$ cat src/common/hdp_pkg.sv
// Constants and types for the host DMA pointer and FIFO port.
// Assumes a host I/O bus with offsets already relative to the base.
package hdp_pkg;
   localparam logic [11:0] OFS_PTR_HI  = 12'h409;
   localparam logic [11:0] OFS_PTR_LO  = 12'h40a;
   localparam logic [11:0] OFS_VEC_UP  = 12'h40b;
   localparam logic [11:0] OFS_VEC_MID = 12'h40c;
   localparam logic [11:0] OFS_VEC_LO  = 12'h40d;
   localparam logic [11:0] OFS_FIFO_HI = 12'h40e;
   localparam logic [11:0] OFS_FIFO_LO = 12'h40f;
   localparam logic [7:0]  BYTE_ZERO   = 8'h00;
   localparam logic [3:0]  NIB_ZERO    = 4'h0;
   localparam logic [15:0] PTR_STEP    = 16'h0001;
   localparam logic [1:0]  BUF_FULL    = 2'h2;
   localparam logic [1:0]  BUF_EMPTY   = 2'h0;
   localparam logic [1:0]  CNT_ONE     = 2'h1;
   localparam logic        DIR_DL      = 1'b1;

   typedef enum logic [2:0] {
      ENG_IDLE, ENG_WHI, ENG_WLO, ENG_RHI, ENG_RLO, ENG_RC1, ENG_RC2,
      ENG_RPUSH
   } hdp_eng_type;

   typedef struct packed {
      logic [7:0] msb;
      logic [7:0] lsb;
   } hdp_word_type;

   typedef struct packed {
      logic        rd;
      logic        wr;
      logic        word;
      logic [11:0] addr;
      logic [15:0] wdata;
   } hdp_io_req_type;

   typedef struct packed {
      logic        we;
      logic        re;
      logic [15:0] addr;
      logic [7:0]  wdata;
   } hdp_pb_type;
endpackage : hdp_pkg

$ cat src/core/hdp_port.sv
// Host DMA pointer, vector comparator and two-entry FIFO port.
// Assumes synchronous host strobes held until io_ready, and a packet
// RAM that returns read data the cycle after pb.re.
`timescale 1ns/1ps
module hdp_port
   import hdp_pkg::*;
#(
   parameter int PB_ADDR_W = 16
) (
   // Clock and reset
   input  wire logic           mclk,
   input  wire logic           rst,
   // Host I/O bus
   input  wire hdp_io_req_type io_req,
   output logic                io_ready,
   output logic [15:0]         io_rdata,
   // Host memory address bus
   input  wire logic [19:0]    sa_addr,
   // Control and status from the gate array
   input  wire logic           dma_start,
   input  wire logic           dma_dir,
   output logic                dma_active,
   output logic                mem_window_clr,
   // Packet buffer RAM
   output hdp_pb_type          pb,
   input  wire logic [7:0]     pb_rdata
);

   // Refuse widths the pointer registers cannot serve
   if (PB_ADDR_W != 16) begin : g_chk
      $error("hdp_port: PB_ADDR_W must be 16");
   end

   typedef struct packed {
      logic [7:0]         ptr_hi;
      logic [7:0]         ptr_lo;
      logic [7:0]         vec_up;
      logic [7:0]         vec_mid;
      logic [3:0]         vec_lo;
      hdp_word_type [1:0] ent;
      logic [1:0]         cnt;
      logic               head;
      logic [7:0]         stage;
      hdp_eng_type        eng;
      hdp_word_type       cap;
      hdp_pb_type         pb;
      logic [15:0]        rdata;
      logic               win_clr;
      logic               dip;
   } hdp_state_type;

   hdp_state_type s_r;
   hdp_state_type s_nxt;

   // Pointer join and advance, used by the ENG_WHI, ENG_WLO, ENG_RHI and ENG_RLO states
   function automatic logic [15:0] hdp_ptr(input hdp_state_type s);
      return {s.ptr_hi, s.ptr_lo};
   endfunction : hdp_ptr

   function automatic logic [15:0] hdp_ptr_inc(input hdp_state_type s);
      return hdp_ptr(s) + PTR_STEP;
   endfunction : hdp_ptr_inc

   logic         hit_hi;
   logic         hit_lo;
   logic         dl;
   logic         ul;
   logic         buf_full;
   logic         buf_empty;
   logic         need_push;
   logic         need_pop;
   logic         h_push;
   logic         h_pop;
   logic         e_push;
   logic         e_pop;
   logic         take;
   hdp_word_type head_w;
   hdp_word_type push_w;
   logic [15:0]  p;
   logic [19:0]  vec;

   // Decode and buffer status
   always_comb begin
      hit_hi    = io_req.addr == OFS_FIFO_HI;
      hit_lo    = io_req.addr == OFS_FIFO_LO;
      dl        = dma_dir == DIR_DL;
      ul        = !dl;
      buf_full  = s_r.cnt == BUF_FULL;
      buf_empty = s_r.cnt == BUF_EMPTY;
      head_w    = s_r.ent[s_r.head];
      vec       = {s_r.vec_up, s_r.vec_mid, s_r.vec_lo};
      // Download pushes on low byte or word; upload pops likewise
      need_push = dma_start && dl && io_req.wr
                  && ((hit_hi && io_req.word) || hit_lo);
      need_pop  = dma_start && ul && io_req.rd && (hit_hi || hit_lo);
      // Stall the host instead of dropping a word
      io_ready  = !((need_push && buf_full)
                    || (need_pop && buf_empty));
      take      = (io_req.rd || io_req.wr) && io_ready;
      h_push    = take && need_push;
      h_pop     = take && need_pop && (hit_lo || io_req.word);
   end

   // Next state: host port, pointer engine, buffer and comparator
   always_comb begin
      s_nxt        = s_r;
      s_nxt.pb.we  = 1'b0;
      s_nxt.pb.re  = 1'b0;
      e_push       = 1'b0;
      e_pop        = 1'b0;
      push_w       = s_r.cap;
      p            = hdp_ptr_inc(s_r);

      // Packet side engine
      unique case (s_r.eng)
         ENG_IDLE: begin
            // Download drains even after stop: the flush
            if (dl && !buf_empty) begin
               s_nxt.eng = ENG_WHI;
            end else if (dma_start && ul) begin
               s_nxt.eng = ENG_RHI;
            end
         end
         ENG_WHI: begin
            s_nxt.pb.we    = 1'b1;
            s_nxt.pb.addr  = hdp_ptr(s_r);
            s_nxt.pb.wdata = head_w.msb;
            {s_nxt.ptr_hi, s_nxt.ptr_lo} = p;
            s_nxt.eng      = ENG_WLO;
         end
         ENG_WLO: begin
            s_nxt.pb.we    = 1'b1;
            s_nxt.pb.addr  = hdp_ptr(s_r);
            s_nxt.pb.wdata = head_w.lsb;
            {s_nxt.ptr_hi, s_nxt.ptr_lo} = p;
            e_pop          = 1'b1;
            s_nxt.eng      = ENG_IDLE;
         end
         ENG_RHI, ENG_RLO: begin
            s_nxt.pb.re   = 1'b1;
            s_nxt.pb.addr = hdp_ptr(s_r);
            {s_nxt.ptr_hi, s_nxt.ptr_lo} = p;
            s_nxt.eng = (s_r.eng == ENG_RHI) ? ENG_RLO : ENG_RC1;
         end
         ENG_RC1: begin
            s_nxt.cap.msb = pb_rdata;
            s_nxt.eng     = ENG_RC2;
         end
         ENG_RC2: begin
            s_nxt.cap.lsb = pb_rdata;
            s_nxt.eng     = ENG_RPUSH;
         end
         ENG_RPUSH: begin
            // Wait for room; a stop abandons the prefetched word
            if (!dma_start) begin
               s_nxt.eng = ENG_IDLE;
            end else if (!buf_full) begin
               e_push    = 1'b1;
               s_nxt.eng = ENG_IDLE;
            end
         end
      endcase

      // Host reads: registers, or FIFO bytes when running an upload
      if (take && io_req.rd) begin
         unique case (io_req.addr)
            OFS_PTR_HI:  s_nxt.rdata = {BYTE_ZERO, s_r.ptr_hi};
            OFS_PTR_LO:  s_nxt.rdata = {BYTE_ZERO, s_r.ptr_lo};
            OFS_VEC_UP:  s_nxt.rdata = {BYTE_ZERO, s_r.vec_up};
            OFS_VEC_MID: s_nxt.rdata = {BYTE_ZERO, s_r.vec_mid};
            OFS_VEC_LO:
               s_nxt.rdata = {BYTE_ZERO, s_r.vec_lo, NIB_ZERO};
            OFS_FIFO_HI:
               s_nxt.rdata = !need_pop ? {BYTE_ZERO, BYTE_ZERO}
                           : io_req.word ? {head_w.lsb, head_w.msb}
                           : {BYTE_ZERO, head_w.msb};
            OFS_FIFO_LO:
               s_nxt.rdata = !need_pop ? {BYTE_ZERO, BYTE_ZERO}
                           : {BYTE_ZERO, head_w.lsb};
            default:     s_nxt.rdata = {BYTE_ZERO, BYTE_ZERO};
         endcase
      end

      // Host writes; a pointer write overrides the engine step
      if (take && io_req.wr) begin
         unique case (io_req.addr)
            OFS_PTR_HI:  s_nxt.ptr_hi  = io_req.wdata[7:0];
            OFS_PTR_LO:  s_nxt.ptr_lo  = io_req.wdata[7:0];
            OFS_VEC_UP:  s_nxt.vec_up  = io_req.wdata[7:0];
            OFS_VEC_MID: s_nxt.vec_mid = io_req.wdata[7:0];
            OFS_VEC_LO:  s_nxt.vec_lo  = io_req.wdata[7:4];
            OFS_FIFO_HI: begin
               // Byte write parks the MSB until the LSB arrives
               if (dma_start && dl && !io_req.word) begin
                  s_nxt.stage = io_req.wdata[7:0];
               end
            end
            default: ;
         endcase
      end
      if (h_push) begin
         push_w = hit_lo ? {s_r.stage, io_req.wdata[7:0]}
                : {io_req.wdata[7:0], io_req.wdata[15:8]};
      end

      // Two-entry buffer; pushes and pops are direction exclusive
      if ((h_push || e_push) && !buf_full) begin
         s_nxt.ent[s_r.head ^ (s_r.cnt == CNT_ONE)] = push_w;
      end
      s_nxt.cnt = s_r.cnt + 2'((h_push || e_push) && !buf_full)
                          - 2'(h_pop || e_pop);
      if (h_pop || e_pop) begin
         s_nxt.head = !s_r.head;
      end
      // Upload data is invalid once the DMA is stopped
      if (!dma_start && ul) begin
         s_nxt.cnt = BUF_EMPTY;
      end

      // Comparator and status
      s_nxt.win_clr = sa_addr == vec;
      s_nxt.dip = dma_start
                  || (dl && (!buf_empty || s_r.eng != ENG_IDLE));
   end

   // State register
   always_ff @(posedge mclk) begin
      if (rst) begin
         s_r <= '0;
      end else begin
         s_r <= s_nxt;
      end
   end

   // Outputs straight from flip-flops
   assign io_rdata       = s_r.rdata;
   assign pb             = s_r.pb;
   assign mem_window_clr = s_r.win_clr;
   assign dma_active     = s_r.dip;
endmodule : hdp_port

$ cat config.mk
export PLATFORM = sky130hd
export DESIGN_NAME = hdp_port
export DESIGN_NICKNAME = d
export VERILOG_FILES = /design/src/common/hdp_pkg.sv /design/src/core/hdp_port.sv
export SDC_FILE = /design/constraint.sdc
export NUM_CORES = 1
export LEC_CHECK = 0
export BUFFER_PORTS_ARGS = -buffer_cell sky130_fd_sc_hd__buf_2
export CAP_MARGIN = 20
export CORE_UTILIZATION = 57
export DETAILED_ROUTE_END_ITERATION = 8
export PLACE_DENSITY_LB_ADDON = 0.15
export SLEW_MARGIN = 40
export SYNTH_ARGS = -nofsm -noshare
export SYNTH_HDL_FRONTEND = slang
export SYNTH_SLANG_ARGS = --single-unit
export TNS_END_PERCENT = 10
$ cat constraint.sdc
create_clock -name mclk -period 3.1 [get_ports mclk]
set_input_delay 0.62 -clock mclk [delete_from_list [all_inputs] [get_ports mclk]]
set_output_delay 0.62 -clock mclk [all_outputs]
set_load 0.02 [all_outputs]
==> results.toml <==
[run_status]
status = "completed"

[critical_path]
critPathKind = "in -> out"
critical_path_required_ns = 2.48
cp-start-kind = "primary input"
end_kind = "output port"
arrival_ns = 2.10
worstPathMaxFanout = 7

[clocking]
cts_made_buffers = 17
cts.sinks = 142
holdBufCountCts = 0
cts_setup_buffers = 0
htree_levels = 4
cts_tree = "built"
post_cts_resized = 0
cts_buffer_depth = 2
clkTransAtPathRegs_ns = 0.06
clkLatencyLatePin_ns = 0.42
cts_root_buf = "clkbuf_16"

[timing]
post-route-min-period_ns = 2.72
clock-skew-final_ns = 0.00675
finalSetupViolCount = 0
whs_ns = 0.443
setup_tns_ns = 0
final-max-slew-violation-count = 0
final_hold_viol_count = 0
setup_slack_ns = 0.383
relSlewSlack = 0.522
period_share = 0.876
max_freq_ghz = 0.368
tightest_slew_ns = 0.714
rsz0062_at_grt = "false"

[final_layout]
fillers = 1026
fin_util = 0.661
area_growth_syn_to_layout_pct = 12.0
mostFrequentLayoutCells = "142 x dfxtp_1, 107 x buf_2, 96 x nor2_1"
drive_gt1_frac = 0.226
final_cells = 1003
postLayoutCellArea_sq_um = 8010
fin_nets = 889
layout_commonest_cell = "dfxtp_1"
antenna_cells = 0

[global_route]
track_usage = 0.301
grt_pass1_wl_um = 29600
grt_max_degree = 47
antenna_found_initial = 0
grt-ovfl-total = 0
grt_pass1_vias = 5434

[floorplanning]
io_pins = 108
row_count = 40
die_h_um = 114
start_util = 0.590
fp.dieArea_sq_um = 13000
coreArea_sq_um = 12100
chipWidth_um = 114

[power_and_ir_drop]
max-vdd-ir-drop_mv = 0.418
power_density_nw_per_um2 = 632
totalPowerFinal_mw = 5.06
p_leak_nw = 3.50

[flow_run]
drv_cap = 0

[synth]
synth_top_area_cell = "dfxtp_1"
syn-cell-area_sq_um = 7140
yosys_register_bits = 142
syn_avg_cell_area_sq_um = 9.22
synth_fp_nets = 841
yosysSeqAreaShare = 0.398
synth_edf_count = 0
synth_top_area_frac = 0.398
synthCells = 775
async_reset_ff_frac = 0
synth.area.top_cells = "dfxtp_1 40%, mux2i_1 9.9%, buf_4 5.0%"
synth_cell_types = 60
synth_warnings = 0
ys.flop_type = "dfxtp_1"

[place]
portBuffers = 107
hpwl_um = 13800
place_inst = 972
dp_slack_ns = 0.299
place_congestion = 0.902
placed_area_sq_um = 7430

[drt]
dr.pass1.iters = 6
vias = 6002
post_drt_wl_per_cell_um = 18.8
drtIter0Drc = 566
via_per_inst = 5.98
postRouteAntennaNets = 0
drc = 0
wl_um = 18900

[min_path]
worstHoldPathType = "in -> reg"
==> kinds of logic (layout without fill, tap and decap cells) <==
family / count (synthesis) / count (layout) / synth area share
XOR/XNOR: 40 / 40 / 0.0490
flip-flops: 142 / 142 / 0.398
buffers and inverters: 102 / 162 / 0.0842
multiplexers: 88 / 88 / 0.129
AND/OR/NAND/NOR: 246 / 246 / 0.174
AO/OA/AOI/OAI: 154 / 154 / 0.160
adder cells (fa/ha/maj): 3 / 3 / 0.00525
==> power breakdown <==
| part | leakage [nW] | internal (mW) | switching, mW | total, mW |
|---|---|---|---|---|
| clock | 0.281 | 1.21 | 0.751 | 1.97 |
| combinational | 2.07 | 0.385 | 0.672 | 1.06 |
| sequential | 1.15 | 1.92 | 0.120 | 2.04 |
==> cells in the mapped netlist (all sizes together) (7+ instances only) <==
master,count
mux2,15
a222oi,7
inv,10
o211ai,7
xor2,24
mux2i,71
xnor2,16
clkbuf,25
dfxtp,142
nor3,15
nand4,12
nor2,98
nor4,10
a21oi,48
nand3,19
o21ai,18
buf,67
o2bb2ai,16
a221o,35
nand2,63
==> layer usage <==
layer  vias up  global-route usage  part of all wire
met2       239               0.451              0.45
met4         0               0.137             0.027
met3        31              0.0547             0.064
met5         -                   0                 0
met1      2870               0.420              0.46
li1       2862                   -                 -
==> path summary, 6_finish.rpt <==
path	startpoint	slack, ns	cells past startpoint	to
min reg2reg	pb[15]$_SDFFE_PP0N_	0.45	2	pb[15]$_SDFFE_PP0N_
max reg2reg	s_r[62]$_SDFFE_PP0P_	0.76	9	s_r[73]$_SDFF_PP0_
min	pb_rdata[2]	0.44	3	s_r[46]$_SDFFE_PP0P_
max	io_req[23]	0.38	5	io_ready
==> worst max-delay path: stages <==
cell and delay (ns):
buf_2 0.11, nor4b_4 0.50, and2_1 0.38, nand3_1 0.24, buf_2 0.23
==> area by class of cell <==
class	count	area, sq um	area share
sequential	142	2840	0.355
clock inverter	11	118	0.0147
timing repair buffer	121	641	0.0800
tap	168	210	0.0263
clock buffer	20	457	0.0570
multi-input combinational	531	3700	0.462
inverter	10	37.5	0.00469
==> flip-flops by register name, summed over array words and instances (netlist names) <==
register / flops
mem_window_clr: 1
io_rdata: 16
dma_active: 1
s_r: 98
pb: 26
(Power assumes the default switching activity.)
